--- config.mk ---
export PLATFORM = sky130hd
export DESIGN_NAME = wgs_top
export DESIGN_NICKNAME = d
export VERILOG_FILES = /design/src/wgs_pkg.sv /design/src/wgs_top.sv /design/src/wgs_sync.sv
export SDC_FILE = /design/constraint.sdc
export NUM_CORES = 1
export LEC_CHECK = 0
export BUFFER_PORTS_ARGS = -buffer_cell sky130_fd_sc_hd__buf_4
export CORE_MARGIN = 2
export CORE_UTILIZATION = 45
export CTS_CLUSTER_SIZE = 25
export DETAILED_ROUTE_END_ITERATION = 10
export PLACE_DENSITY = 0.64
export SLEW_MARGIN = 10
export SYNTH_ARGS = -nofsm -noshare
export SYNTH_HDL_FRONTEND = slang
export SYNTH_SLANG_ARGS = --single-unit
export TNS_END_PERCENT = 30
--- constraint.sdc ---
create_clock -name sys_clk -period 6.1 [get_ports sys_clk]
set_clock_uncertainty 0.2 [all_clocks]
set_input_delay 0.305 -clock sys_clk [delete_from_list [all_inputs] [get_ports sys_clk]]
set_output_delay 0.305 -clock sys_clk [all_outputs]
set_load 0.1 [all_outputs]
--- src/wgs_pkg.sv ---
/*
   wgs_pkg: shared constants and types for the waveform generator
   steering and shutdown configuration slice.
   assumes: an APB slave with 32-bit data and one register per aligned word.
*/
// Summary of operation
// RULE1 - logic cell 2 shutdown honoured when enabled
// RULE2 - comparator 2 shutdown honoured when enabled
// RULE3 - comparator 1 shutdown honoured when enabled
// RULE4 - timer 2 postscale shutdown honoured when enabled
// RULE5 - selected input pin shutdown honoured when enabled
// RULE6 - enabled source sets flag, forces shutdown levels
// RULE7 - after clear, hold shutdown until input rises
// RULE8 - steer enabled: data waveform with own polarity
// RULE9 - steer disabled: output takes override data bit
// RULE10 - steering bits act only in modes 00x
// RULE11 - synchronous steering buffers steering enable writes
// RULE12 - load bit transfers on next edge, self-clears
// RULE13 - clock select: fast oscillator or system clock
// RULE14 - input select field picks generator source
// RULE15 - codes 1011 to 1111 connect nothing
// RULE16 - dead-band registers hold six-bit counts
package wgs_pkg;
   // register byte offsets
   localparam logic [11:0] OFF_CON0   = 12'h000;
   localparam logic [11:0] OFF_CON1   = 12'h004;
   localparam logic [11:0] OFF_DBR    = 12'h008;
   localparam logic [11:0] OFF_DBF    = 12'h00C;
   localparam logic [11:0] OFF_AS0    = 12'h010;
   localparam logic [11:0] OFF_AS1    = 12'h014;
   localparam logic [11:0] OFF_STR    = 12'h018;
   localparam logic [11:0] OFF_CLK    = 12'h01C;
   localparam logic [11:0] OFF_ISM    = 12'h020;
   localparam logic [11:0] OFF_IRQST  = 12'h024;
   localparam logic [11:0] OFF_IRQMSK = 12'h028;
   // field positions
   localparam int CON0_EN    = 7;
   localparam int CON0_LD    = 6;
   localparam int AS0_SHDN   = 7;
   localparam int AS0_REN    = 6;
   localparam int CON1_IN    = 5;
   localparam int DB_W       = 6;
   localparam int SRC_W      = 5;
   localparam int IS_W       = 4;
   localparam int NOUT       = 4;
   // reset values
   localparam logic [7:0] AS0_RST = 8'h14;
   localparam logic [7:0] ZERO8   = 8'h00;
   // write masks
   localparam logic [7:0] CON0_WM = 8'hC7;
   localparam logic [7:0] CON1_WM = 8'h0F;
   localparam logic [7:0] AS0_WM  = 8'hFC;
   localparam logic [7:0] AS1_WM  = 8'h1F;
   localparam logic [7:0] DB_WM   = 8'h3F;
   localparam logic [7:0] CLK_WM  = 8'h01;
   localparam logic [7:0] ISM_WM  = 8'h0F;
   // interrupt status bits
   localparam int IRQ_SHDN = 0;
   localparam int IRQ_LOAD = 1;
   localparam int IRQ_W    = 2;
   // mode encodings
   localparam logic [2:0] MODE_STEER  = 3'h0;
   localparam logic [2:0] MODE_SSTEER = 3'h1;
   // input select codes
   localparam logic [3:0] IS_PIN   = 4'h0;
   localparam logic [3:0] IS_CCP1  = 4'h1;
   localparam logic [3:0] IS_CCP2  = 4'h2;
   localparam logic [3:0] IS_PWM3  = 4'h3;
   localparam logic [3:0] IS_PWM4  = 4'h4;
   localparam logic [3:0] IS_CMP1  = 4'h5;
   localparam logic [3:0] IS_CMP2  = 4'h6;
   localparam logic [3:0] IS_LC1   = 4'h7;
   localparam logic [3:0] IS_LC2   = 4'h8;
   localparam logic [3:0] IS_LC3   = 4'h9;
   localparam logic [3:0] IS_LC4   = 4'hA;
   // candidate input sources to the generator
   typedef struct packed {
      logic       dedicatedInputPin; // dedicated pin
      logic [1:0] ccpOut;            // capture/compare 2..1
      logic [1:0] pwmOut;            // pwm 4..3
      logic [1:0] cmpOut;            // comparators 2..1
      logic [3:0] logicCellOut;      // logic cells 4..1
   } wgs_src_t;
   // shutdown sources, bit order matches enable register
   typedef struct packed {
      logic logicCell2Output;        // bit 4
      logic comparator2;             // bit 3
      logic comparator1;             // bit 2
      logic timer2Postscale;         // bit 1
      logic inputPinSelector;        // bit 0
   } wgs_shdn_t;
endpackage

--- src/wgs_top.sv ---
/*
   wgs_top: configuration slice of the four-output waveform generator:
   shutdown sources, steering, clock choice and input multiplexer, with
   an APB register file and one level interrupt.
   assumes: source signals come from outside sys_clk and are synchronised
   here; the clock switch cell outside uses genClkSelect.
*/
// Local design decisions: the APB interface to the registers and the placing of the registers.
`timescale 1ns/1ps
module wgs_top
   import wgs_pkg::*;
(
   input  wire logic        sys_clk,       // system clock 40 MHz
   input  wire logic        rst,           // synchronous reset, high
   input  wire logic        psel,          // apb select
   input  wire logic        penable,       // apb access phase
   input  wire logic        pwrite,        // apb write
   input  wire logic [11:0] paddr,         // apb byte address
   input  wire logic [31:0] pwdata,        // apb write data
   output logic      [31:0] prdata,        // apb read data
   output logic             pready,        // apb ready
   output logic             pslverr,       // apb error
   input  wire wgs_src_t    srcIn,         // candidate input sources
   input  wire wgs_shdn_t   shdnIn,        // shutdown sources
   input  wire logic [3:0]  generatorDataWaveform, // data per output
   output logic [3:0]       outLevel,      // output levels a..d
   output logic [3:0]       outEnable,     // output drive enables
   output logic             genInput,      // selected generator input
   output logic             genClkSelect,  // 1 selects fast oscillator
   output logic             irq            // level interrupt
);
   localparam int NSRC = $bits(wgs_src_t); // source count
   localparam int NSHD = $bits(wgs_shdn_t); // shutdown count

   // registers
   logic [7:0] con0_r;                     // enable, load, mode
   logic [3:0] invert_r;                   // polarity a..d
   logic [DB_W-1:0] dbr_r;                 // rise dead-band
   logic [DB_W-1:0] dbf_r;                 // fall dead-band
   logic [7:0] as0_r;                      // shutdown control
   logic [SRC_W-1:0] as1_r;                // shutdown enables
   logic [3:0] overrideData_r;             // override data a..d
   logic [3:0] steerBuf_r;                 // written steering enables
   logic [3:0] steerAct_r;                 // applied steering enables
   logic       clkSel_r;                   // clock select
   logic [IS_W-1:0] isel_r;                // input select
   logic [IRQ_W-1:0] irqSt_r;              // sticky events
   logic [IRQ_W-1:0] irqMsk_r;             // interrupt mask
   logic       hold_r;                     // shutdown hold after clear
   logic       inPrev_r;                   // previous generator input
   logic       shdnPrev_r;                 // previous shutdown flag

   // synchronised inputs
   wgs_src_t   srcS;                       // synchronised sources
   wgs_shdn_t  shdnS;                      // synchronised shutdown

   wgs_sync #(.W(NSRC)) u_syncSrc (
      .sys_clk (sys_clk),
      .rst     (rst),
      .asyncIn (srcIn),
      .syncOut (srcS)
   );
   wgs_sync #(.W(NSHD)) u_syncShd (
      .sys_clk (sys_clk),
      .rst     (rst),
      .asyncIn (shdnIn),
      .syncOut (shdnS)
   );

   // apb decode
   logic       wrEn;                       // write strobe
   logic       rdEn;                       // read strobe
   logic       hit;                        // address mapped
   logic [7:0] wd;                         // write byte
   assign wrEn    = psel & penable & pwrite;
   assign rdEn    = psel & penable & ~pwrite;
   assign pready  = 1'b1;
   assign wd      = pwdata[7:0];
   always_comb begin
      case (paddr)
         OFF_CON0, OFF_CON1, OFF_DBR, OFF_DBF, OFF_AS0, OFF_AS1,
         OFF_STR, OFF_CLK, OFF_ISM, OFF_IRQST, OFF_IRQMSK: hit = 1'b1;
         default: hit = 1'b0;
      endcase
   end
   assign pslverr = psel & penable & ~hit;

   // input multiplexer, reserved codes give no source
   always_comb begin
      case (isel_r)
         IS_PIN:  genInput = srcS.dedicatedInputPin; // [RULE14]
         IS_CCP1: genInput = srcS.ccpOut[0];
         IS_CCP2: genInput = srcS.ccpOut[1];
         IS_PWM3: genInput = srcS.pwmOut[0];
         IS_PWM4: genInput = srcS.pwmOut[1];
         IS_CMP1: genInput = srcS.cmpOut[0];
         IS_CMP2: genInput = srcS.cmpOut[1];
         IS_LC1:  genInput = srcS.logicCellOut[0];
         IS_LC2:  genInput = srcS.logicCellOut[1];
         IS_LC3:  genInput = srcS.logicCellOut[2];
         IS_LC4:  genInput = srcS.logicCellOut[3];
         default: genInput = 1'b0;          // [RULE15]
      endcase
   end
   assign genClkSelect = clkSel_r;          // [RULE13]

   // shutdown sources gated by enables
   logic [SRC_W-1:0] shdnVec;              // source vector
   logic shdnAny;                          // any enabled source high
   logic inRise;                           // generator input rose
   logic inFall;                           // generator input fell
   logic shdnWr;                           // software writes flag
   assign shdnVec = shdnS;
   assign shdnAny = (shdnVec[4] & as1_r[4])   // [RULE1]
                  | (shdnVec[3] & as1_r[3])   // [RULE2]
                  | (shdnVec[2] & as1_r[2])   // [RULE3]
                  | (shdnVec[1] & as1_r[1])   // [RULE4]
                  | (shdnVec[0] & as1_r[0]);  // [RULE5]
   assign inRise  = genInput & ~inPrev_r;
   assign inFall  = ~genInput & inPrev_r;
   assign shdnWr  = wrEn && paddr == OFF_AS0;

   // edge history of generator input and shutdown flag
   always_ff @(posedge sys_clk) begin
      if (rst) begin
         inPrev_r   <= 1'b0;
         shdnPrev_r <= 1'b0;
      end else begin
         inPrev_r   <= genInput;
         shdnPrev_r <= as0_r[AS0_SHDN];
      end
   end

   // shutdown control register: set by hardware wins over clear
   always_ff @(posedge sys_clk) begin
      if (rst) begin
         as0_r <= AS0_RST;
      end else begin
         if (shdnWr) begin
            as0_r <= wd & AS0_WM;
         end
         if (shdnAny) begin
            as0_r[AS0_SHDN] <= 1'b1;        // [RULE6]
         end else if (as0_r[AS0_REN] && !shdnWr) begin
            as0_r[AS0_SHDN] <= 1'b0;        // auto-restart clear
         end
      end
   end

   // hold shutdown levels from clear until next rising input
   always_ff @(posedge sys_clk) begin
      if (rst) begin
         hold_r <= 1'b0;
      end else if (as0_r[AS0_SHDN]) begin
         hold_r <= 1'b1;                    // [RULE7]
      end else if (hold_r && inRise) begin
         hold_r <= 1'b0;                    // [RULE7]
      end
   end

   // control register zero: load bit cleared after transfer
   logic loadDone;                         // buffered values moved
   assign loadDone = con0_r[CON0_LD] & (inRise | inFall); // [RULE12]
   always_ff @(posedge sys_clk) begin
      if (rst) begin
         con0_r <= ZERO8;
      end else if (wrEn && paddr == OFF_CON0) begin
         con0_r <= wd & CON0_WM;
         // load may only be set while already enabled
         con0_r[CON0_LD] <= wd[CON0_LD] & con0_r[CON0_EN];
      end else if (loadDone) begin
         con0_r[CON0_LD] <= 1'b0;           // [RULE12]
      end
   end

   // plain configuration registers
   always_ff @(posedge sys_clk) begin
      if (rst) begin
         invert_r       <= '0;
         dbr_r          <= '0;
         dbf_r          <= '0;
         as1_r          <= '0;
         overrideData_r <= '0;
         steerBuf_r     <= '0;
         clkSel_r       <= 1'b0;
         isel_r         <= '0;
         irqMsk_r       <= '0;
      end else if (wrEn) begin
         case (paddr)
            OFF_CON1: invert_r <= wd[NOUT-1:0];
            OFF_DBR:  dbr_r    <= wd[DB_W-1:0];   // [RULE16]
            OFF_DBF:  dbf_r    <= wd[DB_W-1:0];   // [RULE16]
            OFF_AS1:  as1_r    <= wd[SRC_W-1:0];
            OFF_STR: begin
               overrideData_r <= wd[2*NOUT-1:NOUT];
               steerBuf_r     <= wd[NOUT-1:0];    // [RULE11]
            end
            OFF_CLK:  clkSel_r <= wd[0];
            OFF_ISM:  isel_r   <= wd[IS_W-1:0];
            OFF_IRQMSK: irqMsk_r <= wd[IRQ_W-1:0];
            default: ;
         endcase
      end
   end

   // applied steering: buffered in synchronous steering, direct in every other mode
   always_ff @(posedge sys_clk) begin
      if (rst) begin
         steerAct_r <= '0;
      end else if (con0_r[2:0] != MODE_SSTEER) begin
         steerAct_r <= steerBuf_r;
      end else if (loadDone) begin
         steerAct_r <= steerBuf_r;          // [RULE11] [RULE12]
      end
   end

   // sticky interrupt status, set beats write-one clear
   logic [IRQ_W-1:0] irqSet;               // events this cycle
   assign irqSet[IRQ_SHDN] = as0_r[AS0_SHDN] & ~shdnPrev_r;
   assign irqSet[IRQ_LOAD] = loadDone;
   always_ff @(posedge sys_clk) begin
      if (rst) begin
         irqSt_r <= '0;
      end else if (wrEn && paddr == OFF_IRQST) begin
         irqSt_r <= (irqSt_r & ~wd[IRQ_W-1:0]) | irqSet;
      end else begin
         irqSt_r <= irqSt_r | irqSet;
      end
   end
   assign irq = |(irqSt_r & irqMsk_r);

   // output stage per output
   logic steerMode;                        // modes 00x active
   logic inShdn;                           // shutdown levels forced
   assign steerMode = con0_r[2:1] == MODE_STEER[2:1]; // [RULE10]
   assign inShdn    = as0_r[AS0_SHDN] | hold_r;
   logic [3:0] lvlNxt;                     // next levels
   logic [3:0] oeNxt;                      // next enables
   genvar k;
   generate
      for (k = 0; k < NOUT; k++) begin : g_out
         logic [1:0] sc;                   // shutdown state code
         logic       norm;                 // normal waveform level
         assign sc = (k % 2 == 0) ? as0_r[3:2] : as0_r[5:4];
         always_comb begin
            norm = generatorDataWaveform[k] ^ invert_r[k];
            if (steerMode && !steerAct_r[k]) begin
               norm = overrideData_r[k];    // [RULE9] [RULE10]
            end
            lvlNxt[k] = norm;               // [RULE8]
            oeNxt[k]  = con0_r[CON0_EN];
            if (inShdn) begin
               case (sc)                    // [RULE6]
                  2'b11: lvlNxt[k] = 1'b1;
                  2'b10: lvlNxt[k] = 1'b0;
                  2'b01: oeNxt[k]  = 1'b0;
                  default: lvlNxt[k] = invert_r[k];
               endcase
            end
         end
      end
   endgenerate

   // registered outputs
   always_ff @(posedge sys_clk) begin
      if (rst) begin
         outLevel  <= '0;
         outEnable <= '0;
      end else begin
         outLevel  <= lvlNxt;
         outEnable <= oeNxt;
      end
   end

   // read mux
   always_ff @(posedge sys_clk) begin
      if (rst) begin
         prdata <= '0;
      end else begin
         prdata <= '0;
         if (psel && !penable && !pwrite) begin
            case (paddr)
               OFF_CON0: prdata[7:0] <= con0_r;
               OFF_CON1: prdata[7:0] <= {2'b00, genInput, 1'b0, invert_r};
               OFF_DBR:  prdata[DB_W-1:0] <= dbr_r;
               OFF_DBF:  prdata[DB_W-1:0] <= dbf_r;
               OFF_AS0:  prdata[7:0] <= as0_r;
               OFF_AS1:  prdata[SRC_W-1:0] <= as1_r;
               OFF_STR:  prdata[7:0] <= {overrideData_r, steerBuf_r};
               OFF_CLK:  prdata[0] <= clkSel_r;
               OFF_ISM:  prdata[IS_W-1:0] <= isel_r;
               OFF_IRQST:  prdata[IRQ_W-1:0] <= irqSt_r;
               OFF_IRQMSK: prdata[IRQ_W-1:0] <= irqMsk_r;
               default: ;
            endcase
         end
      end
   end
   logic unusedRd;                         // read strobe kept for clarity
   assign unusedRd = rdEn;
endmodule // wgs_top

--- src/wgs_sync.sv ---
/*
   wgs_sync: three-stage synchroniser with agreement filter, one per bit.
   assumes: inputs asynchronous to sys_clk; output changes once stages
   two and three agree.
*/
`timescale 1ns/1ps
module wgs_sync #(
   parameter int W = 1                     // number of bits
) (
   input  wire logic         sys_clk,      // system clock
   input  wire logic         rst,          // synchronous reset
   input  wire logic [W-1:0] asyncIn,      // raw inputs
   output logic      [W-1:0] syncOut       // filtered outputs
);
   logic [W-1:0] s1_r;                     // first stage only
   logic [W-1:0] s2_r;                     // second stage
   logic [W-1:0] s3_r;                     // third stage
   genvar i;
   generate
      for (i = 0; i < W; i++) begin : g_bit
         // shift chain and agreement filter per bit
         always_ff @(posedge sys_clk) begin
            if (rst) begin
               s1_r[i]    <= 1'b0;
               s2_r[i]    <= 1'b0;
               s3_r[i]    <= 1'b0;
               syncOut[i] <= 1'b0;
            end else begin
               s1_r[i] <= asyncIn[i];
               s2_r[i] <= s1_r[i];
               s3_r[i] <= s2_r[i];
               if (s2_r[i] == s3_r[i]) begin
                  syncOut[i] <= s3_r[i];
               end
            end
         end
      end
   endgenerate
endmodule // wgs_sync

# == Word-level counts from Yosys, hierarchy flattened ==
# Index checks and enable logic that the tools add are counted.
# op_classes
eq_ne,43
bitwise_logic,33
muxes,34
reduce_logical,36
# ops
op,count
12-bit by 5-bit == test with 1-bit output (second input constant),4
12-bit by 6-bit == test with 1-bit output (second input constant),3
12-bit by 4-bit == test with 1-bit output (second input constant),2
1-bit two-way mux,19
1-bit == test,16
4-bit by 3-bit == test with 1-bit output (second input constant),4
2-bit case mux with 8 select lines,1
2-bit AND reduction,8
1-bit AND,13
12-bit by 3-bit == test with 1-bit output (second input constant),1
4-bit == test (second input constant),3
12-bit logical NOT,1
1-bit case mux with 3 select lines,4
1-bit logical AND,11
1-bit case mux with 11 select lines,1
11-bit OR reduction,1
1-bit case mux with 10 select lines,1
1-bit case mux with 5 select lines,2
1-bit case mux with 9 select lines,1
2-bit == test (second input constant),4
4-bit by 2-bit == test with 1-bit output (second input constant),2
4-bit two-way mux,2
8-bit two-way mux,1
1-bit logical NOT,7
other kinds (16),34
# totals
in_bits,69
output_inout_bits,45
word_cells,232
reg_bits,160

# == Logic depth before layout (Yosys ltp) ==
# Gate-level depths: netlist of the first run.
# logic_depth
depth_word,8
depth_mapped,10
depth_no_buf,9

# == Modules after synthesis ==
# Synthesis of the first run repeated with hierarchy kept, for this count alone.
# hier_totals
cells_unflattened,609
hier_area_um2,5664.2
# by_module_without_submodules
module,area_per_inst_um2,instances,seq_area_each_um2,cells_per_inst
wgs_top,3718.6,1,1401.3,443
wgs_sync at u_syncSrc,1293.7,1,880.8,114
wgs_sync at u_syncShd,651.9,1,400.4,52

# == Least setup slack after synthesis of the first run ==
# No wires, ideal clock.
# synth_timing
kind,register -> register
startpoint,reg isel_r[1]
endpoint,reg steerAct_r[3]
path_stages_with_launch,11
path_buffers,1
period_less_slack_ns,4.529
setup_time_ns,0.128
required_time_ns,5.772
t_arrival_ns,4.202
slack_ns,1.571
path_cell_list,dfxtp_1 > buf_2 > mux2i_1 > o32ai_1 > a21oi_1 > o21ai_0 > ha_1 > nand2b_1 > nand3_1 > mux2i_1 > nor2_1
# synth_between
elab_chain_len,7
elab_cells_between_ends,18
cone_classes,eq/ne (10); mux (1); bitwise (5); reduce/logical (2)
# synth_lines
item,line,source
"start, declared",wgs_top.sv:46,logic [IS_W-1:0] isel_r;
"start signal, assigned",wgs_top.sv:199,OFF_ISM: isel_r <= wd[IS_W-1:0];
4-bit == test (tied with other cells),wgs_top.sv:90,case (isel_r)
1-bit case mux with 11 select lines *,wgs_top.sv:90,
named net genInput,wgs_top.sv:28,"output logic genInput,"
1-bit inverter,wgs_top.sv:120,assign inFall = ~genInput & inPrev_r;
1-bit AND,wgs_top.sv:120,
1-bit OR *,wgs_top.sv:163,assign loadDone = con0_r[CON0_LD] & (inRise | inFall);
1-bit AND *,wgs_top.sv:163,
2-bit nonzero test (no source line) *,-,
"end signal, assigned",wgs_top.sv:211,steerAct_r <= steerBuf_r;
"end signal, assigned",wgs_top.sv:213,steerAct_r <= steerBuf_r;
"end, declared",wgs_top.sv:44,logic [3:0] steerAct_r;
# The timed path passes the listed nets; every way through them passes the cells marked *.
# A chain may end at the register's enable or synchronous reset.

# == Worst setup path after layout of the first run ==
# layout_timing
startpoint,reg isel_r[1]
endpoint,reg steerAct_r[0]
# layout_between
elab_chain_len,7
elab_cells_between_ends,18
cone_classes,eq/ne (10); mux (1); bitwise (5); reduce/logical (2)
# layout_lines
item,line
4-bit == test (tied with other cells),wgs_top.sv:90
1-bit case mux with 11 select lines *,wgs_top.sv:90
1-bit inverter,wgs_top.sv:120
1-bit AND,wgs_top.sv:120
1-bit OR *,wgs_top.sv:163
1-bit AND *,wgs_top.sv:163
2-bit nonzero test (no source line) *,-
# Every way passes the cells marked *; elsewhere a longest branch is shown, timed or not.

==> results of run 1 <==
-- power breakdown --
group | switching (W) | leakage (nW) | internal, W | total [W]
logic | 0.000117 | 1.14 | 0.0000421 | 0.000159
registers | 0.00000428 | 1.09 | 0.000888 | 0.000893
clock network | 0.000395 | 0.287 | 0.000614 | 0.00101
-- layout make-up --
class	instances	area, sq um
Fill cell	1066	5230
Sequential cell	134	2680
Tap cell	147	184
Multi-Input combinational cell	442	2510
Clock inverter	14	148
Timing Repair Buffer	87	703
Inverter	5	18.8
Clock buffer	18	439
-- state kept, by name (all words and copies together) (netlist names), 5 cells and up --
| register | cells |
|---|---|
| as0_r | 6 |
| as1_r | 5 |
| con0_r | 5 |
| dbf_r | 6 |
| dbr_r | 6 |
| prdata | 8 |
| u_syncShd.s1_r | 5 |
| u_syncShd.s2_r | 5 |
| u_syncShd.s3_r | 5 |
| u_syncShd.syncOut | 5 |
| u_syncSrc.s1_r | 11 |
| u_syncSrc.s2_r | 11 |
| u_syncSrc.s3_r | 11 |
| u_syncSrc.syncOut | 11 |
-- worst max-delay path by stage --
stage | cells after the start | to | slack (ps) | startpoint
2_1_floorplan | 10 | steerAct_r[3]$_SDFFE_PP0P_ | 1570 | isel_r[1]$_SDFFE_PP0P_
3_3_place_gp | 7 | overrideData_r[3]$_SDFFE_PP0P_ | 2950 | paddr[9]
3_5_place_dp | 7 | overrideData_r[3]$_SDFFE_PP0P_ | 3010 | paddr[9]
4_1_cts | 9 | steerAct_r[0]$_SDFFE_PP0P_ | 3040 | isel_r[1]$_SDFFE_PP0P_
5_1_grt | 9 | steerAct_r[1]$_SDFFE_PP0P_ | 2780 | isel_r[1]$_SDFFE_PP0P_
6_report | 9 | steerAct_r[0]$_SDFFE_PP0P_ | 3000 | isel_r[1]$_SDFFE_PP0P_
-- cell families after synthesis --
group | Yosys count | share of synthesized area, %
other | 2 | 0.138
and+or+nand+nor | 259 | 24.6
DFF | 134 | 49.2
AOI/OAI and AO/OA | 121 | 12.8
muxes | 32 | 6.11
buffers and inverters | 64 | 6.32
adders and majority gates | 1 | 0.230
xor gates and xnor gates | 4 | 0.643
-- worst max-delay path, stage by stage, from the launching register on --
cell and delay (ps):
dfxtp_1 540, mux2i_1 130, o32ai_1 240, a21oi_1 60, o21ai_0 640, ha_1 390, nand2b_1 210, nand3_1 270
mux2i_1 230, nor2_1 60
-- synth_stat cells (2+ instances only) --
cell      number  share of area [%]
inv_1          5               0.34
nor4_4         2               0.78
buf_1          4               0.28
o21ai_0       26                2.4
nand3b_1       5               0.69
nor3_1        12                1.1
nor4_1         2               0.23
nand2b_1       5               0.57
nand2_1       65                4.5
nand3_1       44                4.0
dfxtp_1      134                 49
o22ai_1        2               0.23
buf_2          2               0.18
a221oi_1       2               0.32
xnor2_1        4               0.64
clkbuf_1      26                1.8
a21oi_1       68                6.2
buf_4         27                3.7
a31oi_1        2               0.23
conb_1         2               0.14
nor2_1        53                3.7
mux2i_1       31                5.7
nor3_2         4               0.73
and3_1         2               0.23
nor2b_1       54                6.2
a22oi_1        7               0.96
a32oi_1        4               0.64
a222oi_1       4               0.73
o32a_1         2               0.37
-- metal layers --
layer / part of all wire (%) / up-vias
li1: - / 2223
met1: 43 / 2114
met2: 49 / 148
met3: 5.2 / 25
met4: 2.8 / 0
met5: 0 / -
-- stage by stage --
stage	power [W]	hold slack (ps)	utilization, %	cells
2_1_floorplan	0.00103	214	-	640
3_3_place_gp	0.00106	216	49.5	795
3_5_place_dp	0.00106	222	49.5	795
4_1_cts	0.00208	2.56	56.1	847
5_1_grt	0.00212	15.6	56.1	847
6_report	0.00206	20.0	56.1	847
-- what timing repair did --
item | 4_1_cts | 5_1_grt
hold buffers | 20 | 0
setup endpoints to repair | 0 | 0
resized for setup | 0 | 0
endpoints found under the hold margin | 30 | 0
==> flow_metrics.tcl, run 1 <==
set metrics [dict create \
    layout_common_cells "134 x dfxtp_1, 68 x a21oi_1, 67 x buf_4" \
    cts_tree "built" \
    rsz0062_at_grt "no" \
    setup_violations 0 \
    die_area_sq_um 13000 \
    critPathKind "reg -> reg" \
    drt_pre_antenna_iters 5 \
    n_antenna_cell 0 \
    async_reset_ff_share_pct 0 \
    fmax_mhz 322 \
    vias_per_cell 5.32 \
    r2r_slack_ps 3000 \
    synth-seq-cells 134 \
    crit_path_start_kind "register" \
    setup_tns_ps 0 \
    tightest_slew_ps 833 \
    leakagePower_nw 2.51 \
    placedInstanceArea_sq_um 5900 \
    grt_pass1_wl_um 21200 \
    grt_pass1_vias 4267 \
    dr_total_vias 4510 \
    clkSlewWorstSetupHoldPaths_ps 60 \
    fin_ws_ps 3000 \
    grt_overflow 0 \
    htreeDepth 4 \
    clockRootBuffer "clkbuf_16" \
    min_period_over_period_pct 50.9 \
    ant_nets 0 \
    place_congestion 0.910 \
    initial_utilization_pct 45.7 \
    r2r_end "steerAct_r[0]$_SDFFE_PP0P_" \
    hpwl_um 9440 \
    hold_viol 0 \
    synth_edf_count 0 \
    final_common_cell "dfxtp_1" \
    grt_max_degree 77 \
    die_x_um 114 \
    irDropWorstVdd_mv 0.238 \
    design_area_sq_um 6680 \
    fin_crit_ps 3100 \
    timing.rr.start "isel_r[1]$_SDFFE_PP0P_" \
    area_growth_pct 22.7 \
    gr-usage-all-layers_pct 21.3 \
    nets 757 \
    drc 0 \
    drt-total-wl_um 13400 \
    status "completed" \
    ys_types 46 \
    grt.busiest_layer "met2" \
    power.density_nw_per_um2 308 \
    use_met3_pct 5.15 \
    layout-drive-gt1-share_pct 16.3 \
    num_rows 40 \
    netlist_area_sq_um 5450 \
    min_delay_worst_endpoint "steerBuf_r[2]$_SDFFE_PP0P_" \
    wl_per_cell_um 15.8 \
    end_kind "register" \
    syn_area_per_cell_sq_um 8.83 \
    insertion_delay_ps 420 \
    met1_usage_pct 25.1 \
    cts.sinks 134 \
    min_path_cells 3 \
    antenna_found_initial 0 \
    max-clock-path-buffers 2 \
    maxSlewHeadroom_pct 44.2 \
    critPathMaxFanout 9 \
    cts_buffers 17 \
    netlist_instances 617 \
    core_area_sq_um 11900 \
    ys_seq_area_share_pct 49.2 \
    io_pins 114 \
    yosysWarnings 0 \
    preCtsSetupSlack_ps 3010 \
    hold_class "in -> reg" \
    drtIter0Drc 313 \
    hp-start "pwdata[2]" \
    cts_setup_buffers 0 \
    drv_slew 0 \
    cap_viol_max_count 0 \
    ys.flop_type "dfxtp_1" \
    rr_worst_depth 9 \
    cp.required_ps 6180 \
    port_buffers 64 \
    grtUsageMet2_pct 36.3 \
    die_h_um 114 \
    crit_arrival_ps 3190 \
]
Note: power is estimated with default switching activity, not from simulation.
==> run 2, diff against run 1 <==
- ABC_AREA: default -> 1
- PLACE_DENSITY: 0.64 -> 0.66
- clock period: 6.1 -> 2.6 ns (I/O delays scaled with it)
==> run 2 against run 1 <==
Net effect: core utilization grew 1.6 points; sequential power up 140%; non-clock buffer count grew 17; register-to-register slack got worse by 2800 ps; cell area up 3.7%; combinational power rose by 150%.
==> flow_metrics.tcl, run 2 <==
set metrics [dict create \
    clockRootBuffer "clkbuf_16" \
    final_common_cell "dfxtp_1" \
    leakagePower_nw 2.95 \
    rsz0062_at_grt "yes" \
    place_congestion 0.906 \
    area_growth_pct 25.4 \
    grt_max_degree 67 \
    initial_utilization_pct 46.0 \
    drt-total-wl_um 13300 \
    cap_viol_max_count 0 \
    fillCellCount 1127 \
    crit_path_frequent_cell "dlygate4sd3_1" \
    yosys.area.top_type "dfxtp_1" \
    met1_usage_pct 24.0 \
    r2r_end "steerAct_r[2]$_SDFFE_PP0P_" \
    placedInstanceArea_sq_um 5990 \
    port_buffers 64 \
    layout_common_cells "134 x dfxtp_1, 121 x inv_1, 105 x nor2_1" \
    r2r_slack_ps 240 \
    min_path_cells 6 \
    maxSlewHeadroom_pct 60.1 \
    grt_pass1_wl_um 21100 \
    drv_slew 0 \
    use_met3_pct 6.38 \
    ant_nets 0 \
    final_cells 979 \
    grt_pass1_vias 4557 \
    hold_viol 0 \
    cts.sinks 134 \
    fin_crit_ps 2580 \
    hold_ws_ps 21.2 \
    cts_buffers 17 \
    rr_worst_depth 10 \
    ys.flop_type "dfxtp_1" \
    hpwl_um 8970 \
    max-clock-path-buffers 2 \
    clkSlewWorstSetupHoldPaths_ps 60 \
    setup_violations 0 \
    grt_overflow 0 \
    grt.busiest_layer "met2" \
    htreeDepth 4 \
    crit_path_start_kind "input pin" \
    io_pins 114 \
    wl_per_cell_um 13.6 \
    num_rows 40 \
    synth_most_common_cell "dfxtp_1" \
    yosys-top-cells-area "dfxtp_1 49%, inv_1 8.2%, nor2_1 7.1%" \
    nets 890 \
    crit_path_cell_trace "dlygate4sd3_1 -> buf_4 -> nand2_4 -> nor2_4 -> inv_1 -> o21ai_1 -> nand4_1 -> dlygate4sd3_1 -> a21oi_1 -> dlygate4sd3_1" \
    antenna_found_initial 0 \
    vias_per_cell 4.97 \
    hp-start "paddr[0]" \
    yosysWarnings 0 \
    drc 0 \
    tightest_slew_ps 599 \
    layout-drive-gt1-share_pct 15.9 \
    design_area_sq_um 6930 \
    netlist_area_sq_um 5520 \
    critPathKind "in -> reg" \
    dr_total_vias 4865 \
    hold_class "in -> reg" \
    yosys-top-cells-count "134 x dfxtp_1, 121 x inv_1, 105 x nor2_1" \
    die_x_um 115 \
    placed_cells 912 \
    irDropWorstVdd_mv 0.503 \
    power.density_nw_per_um2 693 \
    cts_tree "built" \
    critPathSlowestCell "dlygate4sd3_1" \
    syn_area_per_cell_sq_um 7.65 \
    die_area_sq_um 13200 \
    ys_seq_area_share_pct 48.6 \
    gr-usage-all-layers_pct 20.9 \
    async_reset_ff_share_pct 0 \
    core_area_sq_um 12000 \
    die_h_um 115 \
    insertion_delay_ps 420 \
    min_period_over_period_pct 99.2 \
    crit_arrival_ps 2740 \
    fmax_mhz 388 \
    synth_edf_count 0 \
    timing.rr.start "isel_r[1]$_SDFFE_PP0P_" \
    synth-seq-cells 134 \
    synth_top_area_share_pct 48.6 \
    end_kind "register" \
    drt_pre_antenna_iters 5 \
    ys_types 36 \
    cp_slowest_stage_delay_ps 580 \
    n_antenna_cell 0 \
    cp.required_ps 2760 \
    finalPower_w 0.00480 \
    critPathMaxFanout 9 \
    drtIter0Drc 278 \
    grtUsageMet2_pct 35.0 \
    netlist_instances 722 \
    status "completed" \
    min_delay_worst_endpoint "genClkSelect$_SDFFE_PP0P_" \
    fin_util_pct 57.7 \
]
[run 2: metal layers]
layer | part of all wire, % | vias up | wire (um)
met5 | 0 | - | 0
met3 | 6.5 | 29 | 864
met4 | 3.6 | 0 | 474
met2 | 48 | 163 | 6340
met1 | 42 | 2225 | 5610
li1 | - | 2448 | -
[run 2: cell families (layout without fill, tap and decap cells)]
kind of cell	after synthesis	count (layout)	synth area share [%]
other cells	2	25	0.136
simple gates	230	230	19.0
fa+ha+maj	1	1	0.226
buf+inv	177	264	14.6
compound gates	174	174	16.9
xor+xnor	4	4	0.634
flops	134	134	48.6
[run 2: layout make-up]
class                   instances  area [sq um]  area share (%)
multi-input cells             434          2130            30.8
repair buffers                104           871            12.6
inverters                     129           485            7.01
clock inverters                12           128            1.84
flip-flops and latches        134          2680            38.7
clock buffers                  19           443            6.39
well taps                     147           184            2.66
[run 2: power breakdown]
part	total, W	switching (W)	internal (W)
clock network	0.00231	0.000884	0.00143
logic	0.000390	0.000280	0.000110
registers	0.00210	0.0000120	0.00209
[run 2: worst max-delay path by stage]
stage / from / endpoint / cells after the start
after floorplan: isel_r[1]$_SDFFE_PP0P_ / steerAct_r[0]$_SDFFE_PP0P_ / 10
after CTS: paddr[3] / prdata[4]$_SDFF_PP0_ / 10
final: paddr[3] / prdata[4]$_SDFF_PP0_ / 10
after global placement: isel_r[1]$_SDFFE_PP0P_ / steerAct_r[2]$_SDFFE_PP0P_ / 10
after detailed placement: isel_r[1]$_SDFFE_PP0P_ / steerAct_r[3]$_SDFFE_PP0P_ / 10
after global routing: paddr[3] / prdata[4]$_SDFF_PP0_ / 10
[run 2: stage by stage]
step	setup TNS, ps	setup slack (ps)
after CTS	0	82.7
after global placement	0	275
final	0	20.9
after floorplan	-927	-234
after detailed placement	0	187
after global routing	-90.8	-90.8
[run 2: critical path: cells and delay by family]
kind / cells / cell delay (ps)
buffers and inverters: 5 / 1890
and+or+nand+nor: 3 / 430
AOI/OAI and AO/OA: 2 / 300
[run 2: timing repair]
| action | CTS | global route |
|---|---|---|
| endpoints found under the hold margin | 70 | 0 |
| buffers inserted | 0 | 0 |
| resized for setup | 0 | 1 |
| setup endpoints to repair | 0 | 5 |
| hold buffers | 36 | 0 |
==> run 3, diff against run 2 <==
- CORE_ASPECT_RATIO: default -> 1.4
==> run 3 against run 2 <==
Net effect: hold slack got worse by 12 ps; cell area hardly changed; via count rose by 0.37%; clock-buffer cell count rose by 3; worst setup slack better by 73 ps; critical endpoint unchanged; routed wire length about the same; fmax up 2.9%.
==> flow_metrics.tcl, run 3 (same netlist as run 2, synthesis figures left out) <==
set metrics [dict create \
    multiInputGateArea_sq_um 2140 \
    drtIter0Drc 257 \
    final_common_cell "dfxtp_1" \
    cap_viol_max_count 0 \
    leakagePower_nw 2.96 \
    clkSlewWorstSetupHoldPaths_ps 60 \
    fmax_mhz 399 \
    num_rows 47 \
    drv_slew 0 \
    antenna_found_initial 0 \
    core_area_sq_um 11900 \
    fin_crit_ps 2510 \
    critPathMaxFanout 8 \
    setup_violations 0 \
    setup_tns_ps 0 \
    hold_viol 0 \
    fillCellCount 1112 \
    crit_path_start_kind "input pin" \
    hold_class "in -> reg" \
    grt.busiest_layer "met2" \
    drc 0 \
    tightest_slew_ps 581 \
    vias_per_cell 4.98 \
    initial_utilization_pct 46.5 \
    critPathKind "in -> reg" \
    place_congestion 0.930 \
    hpwl_um 9330 \
    gr-usage-all-layers_pct 20.7 \
    clockRootBuffer "clkbuf_16" \
    layout-drive-gt1-share_pct 16.1 \
    met1_usage_pct 22.1 \
    critPathSlowestCell "dlygate4sd3_1" \
    crit_path_cell_trace "dlygate4sd3_1 -> buf_4 -> nor2_4 -> buf_4 -> inv_1 -> o21ai_1 -> nand4_1 -> dlygate4sd3_1 -> a21oi_1 -> dlygate4sd3_1" \
    crit_arrival_ps 2670 \
    drt-total-wl_um 13300 \
    rsz0062_at_grt "yes" \
    grt_max_degree 60 \
    nets 891 \
    cts_buffers 17 \
    grt_pass1_wl_um 21700 \
    layout_common_cells "134 x dfxtp_1, 121 x inv_1, 104 x nor2_1" \
    seqCellArea_sq_um 2680 \
    port_buffers 64 \
    grt_overflow 0 \
    hold_ws_ps 8.85 \
    htreeDepth 4 \
    grt_pass1_vias 4636 \
    final_cells 980 \
    die_x_um 97.6 \
    fin_util_pct 58.3 \
    cts.sinks 134 \
    die_h_um 135 \
    end_kind "register" \
    ant_nets 0 \
    crit_path_frequent_cell "dlygate4sd3_1" \
    cp.required_ps 2770 \
    status "completed" \
    maxSlewHeadroom_pct 61.2 \
    max-clock-path-buffers 2 \
    use_met3_pct 4.71 \
    wl_per_cell_um 13.6 \
    finalPower_w 0.00477 \
    die_area_sq_um 13200 \
    io_pins 114 \
    drt_pre_antenna_iters 5 \
    cp_slowest_stage_delay_ps 570 \
    area_growth_pct 25.4 \
    cts_tree "built" \
    n_antenna_cell 0 \
    irDropWorstVdd_mv 0.440 \
    dr_total_vias 4883 \
    power.density_nw_per_um2 689 \
    placed_cells 912 \
    min_period_over_period_pct 96.4 \
    grtUsageMet2_pct 37.2 \
    insertion_delay_ps 420 \
]
-- run 3: cell type report --
| cell class | instances | area share [%] |
|---|---|---|
| repair buffers | 105 | 12.6 |
| inverters | 129 | 7.01 |
| clock buffers | 22 | 6.70 |
| flip-flops and latches | 134 | 38.7 |
| clock inverters | 9 | 1.48 |
| well taps | 147 | 2.65 |
| multi-input cells | 434 | 30.8 |
-- run 3: path summary, 6_finish.rpt --
path / startpoint / end / slack (ps) / cells past startpoint
max: paddr[2] / prdata[4]$_SDFF_PP0_ / 90 / 10
min: generatorDataWaveform[1] / outLevel[1]$_SDFF_PP0_ / 9 / 4
max reg2reg: isel_r[0]$_SDFFE_PP0P_ / steerAct_r[2]$_SDFFE_PP0P_ / 250 / 13
min reg2reg: u_syncShd.s1_r[1]$_SDFF_PP0_ / u_syncShd.s2_r[1]$_SDFF_PP0_ / 190 / 2
-- run 3: report_power, final --
part           internal, W  switching, W  leakage (nW)
Clock              0.00145      0.000840         0.272
Combinational     0.000109      0.000280          1.60
Sequential         0.00209     0.0000120          1.09
Total              0.00364       0.00113          2.96
-- run 3: through the flow --
step                      worst slack [ps]  instance area (sq um)
final                                 93.9                   6930
after CTS                             1.97                   6900
after floorplan                       -234                   5620
after detailed placement               167                   5990
after global placement                 259                   5990
after global routing                -0.680                   6930
-- run 3: worst max-delay path, delay by kind of cell --
kind | cells | cell delay, ps
AOI/OAI and AO/OA | 2 | 270
and+or+nand+nor | 2 | 200
buffers and inverters | 6 | 2080
-- run 3: what timing repair did --
action | 4_1_cts | 5_1_grt
hold buffers | 34 | 0
endpoints found under the setup margin | 0 | 6
buffers inserted | 0 | 3
hold endpoints to repair | 67 | 0
gates resized for setup | 0 | 2
-- run 3: metal layers --
metal	wire [um]	vias up
met5	0	-
met4	597	0
met2	6880	180
met3	748	37
li1	-	2451
met1	5070	2215
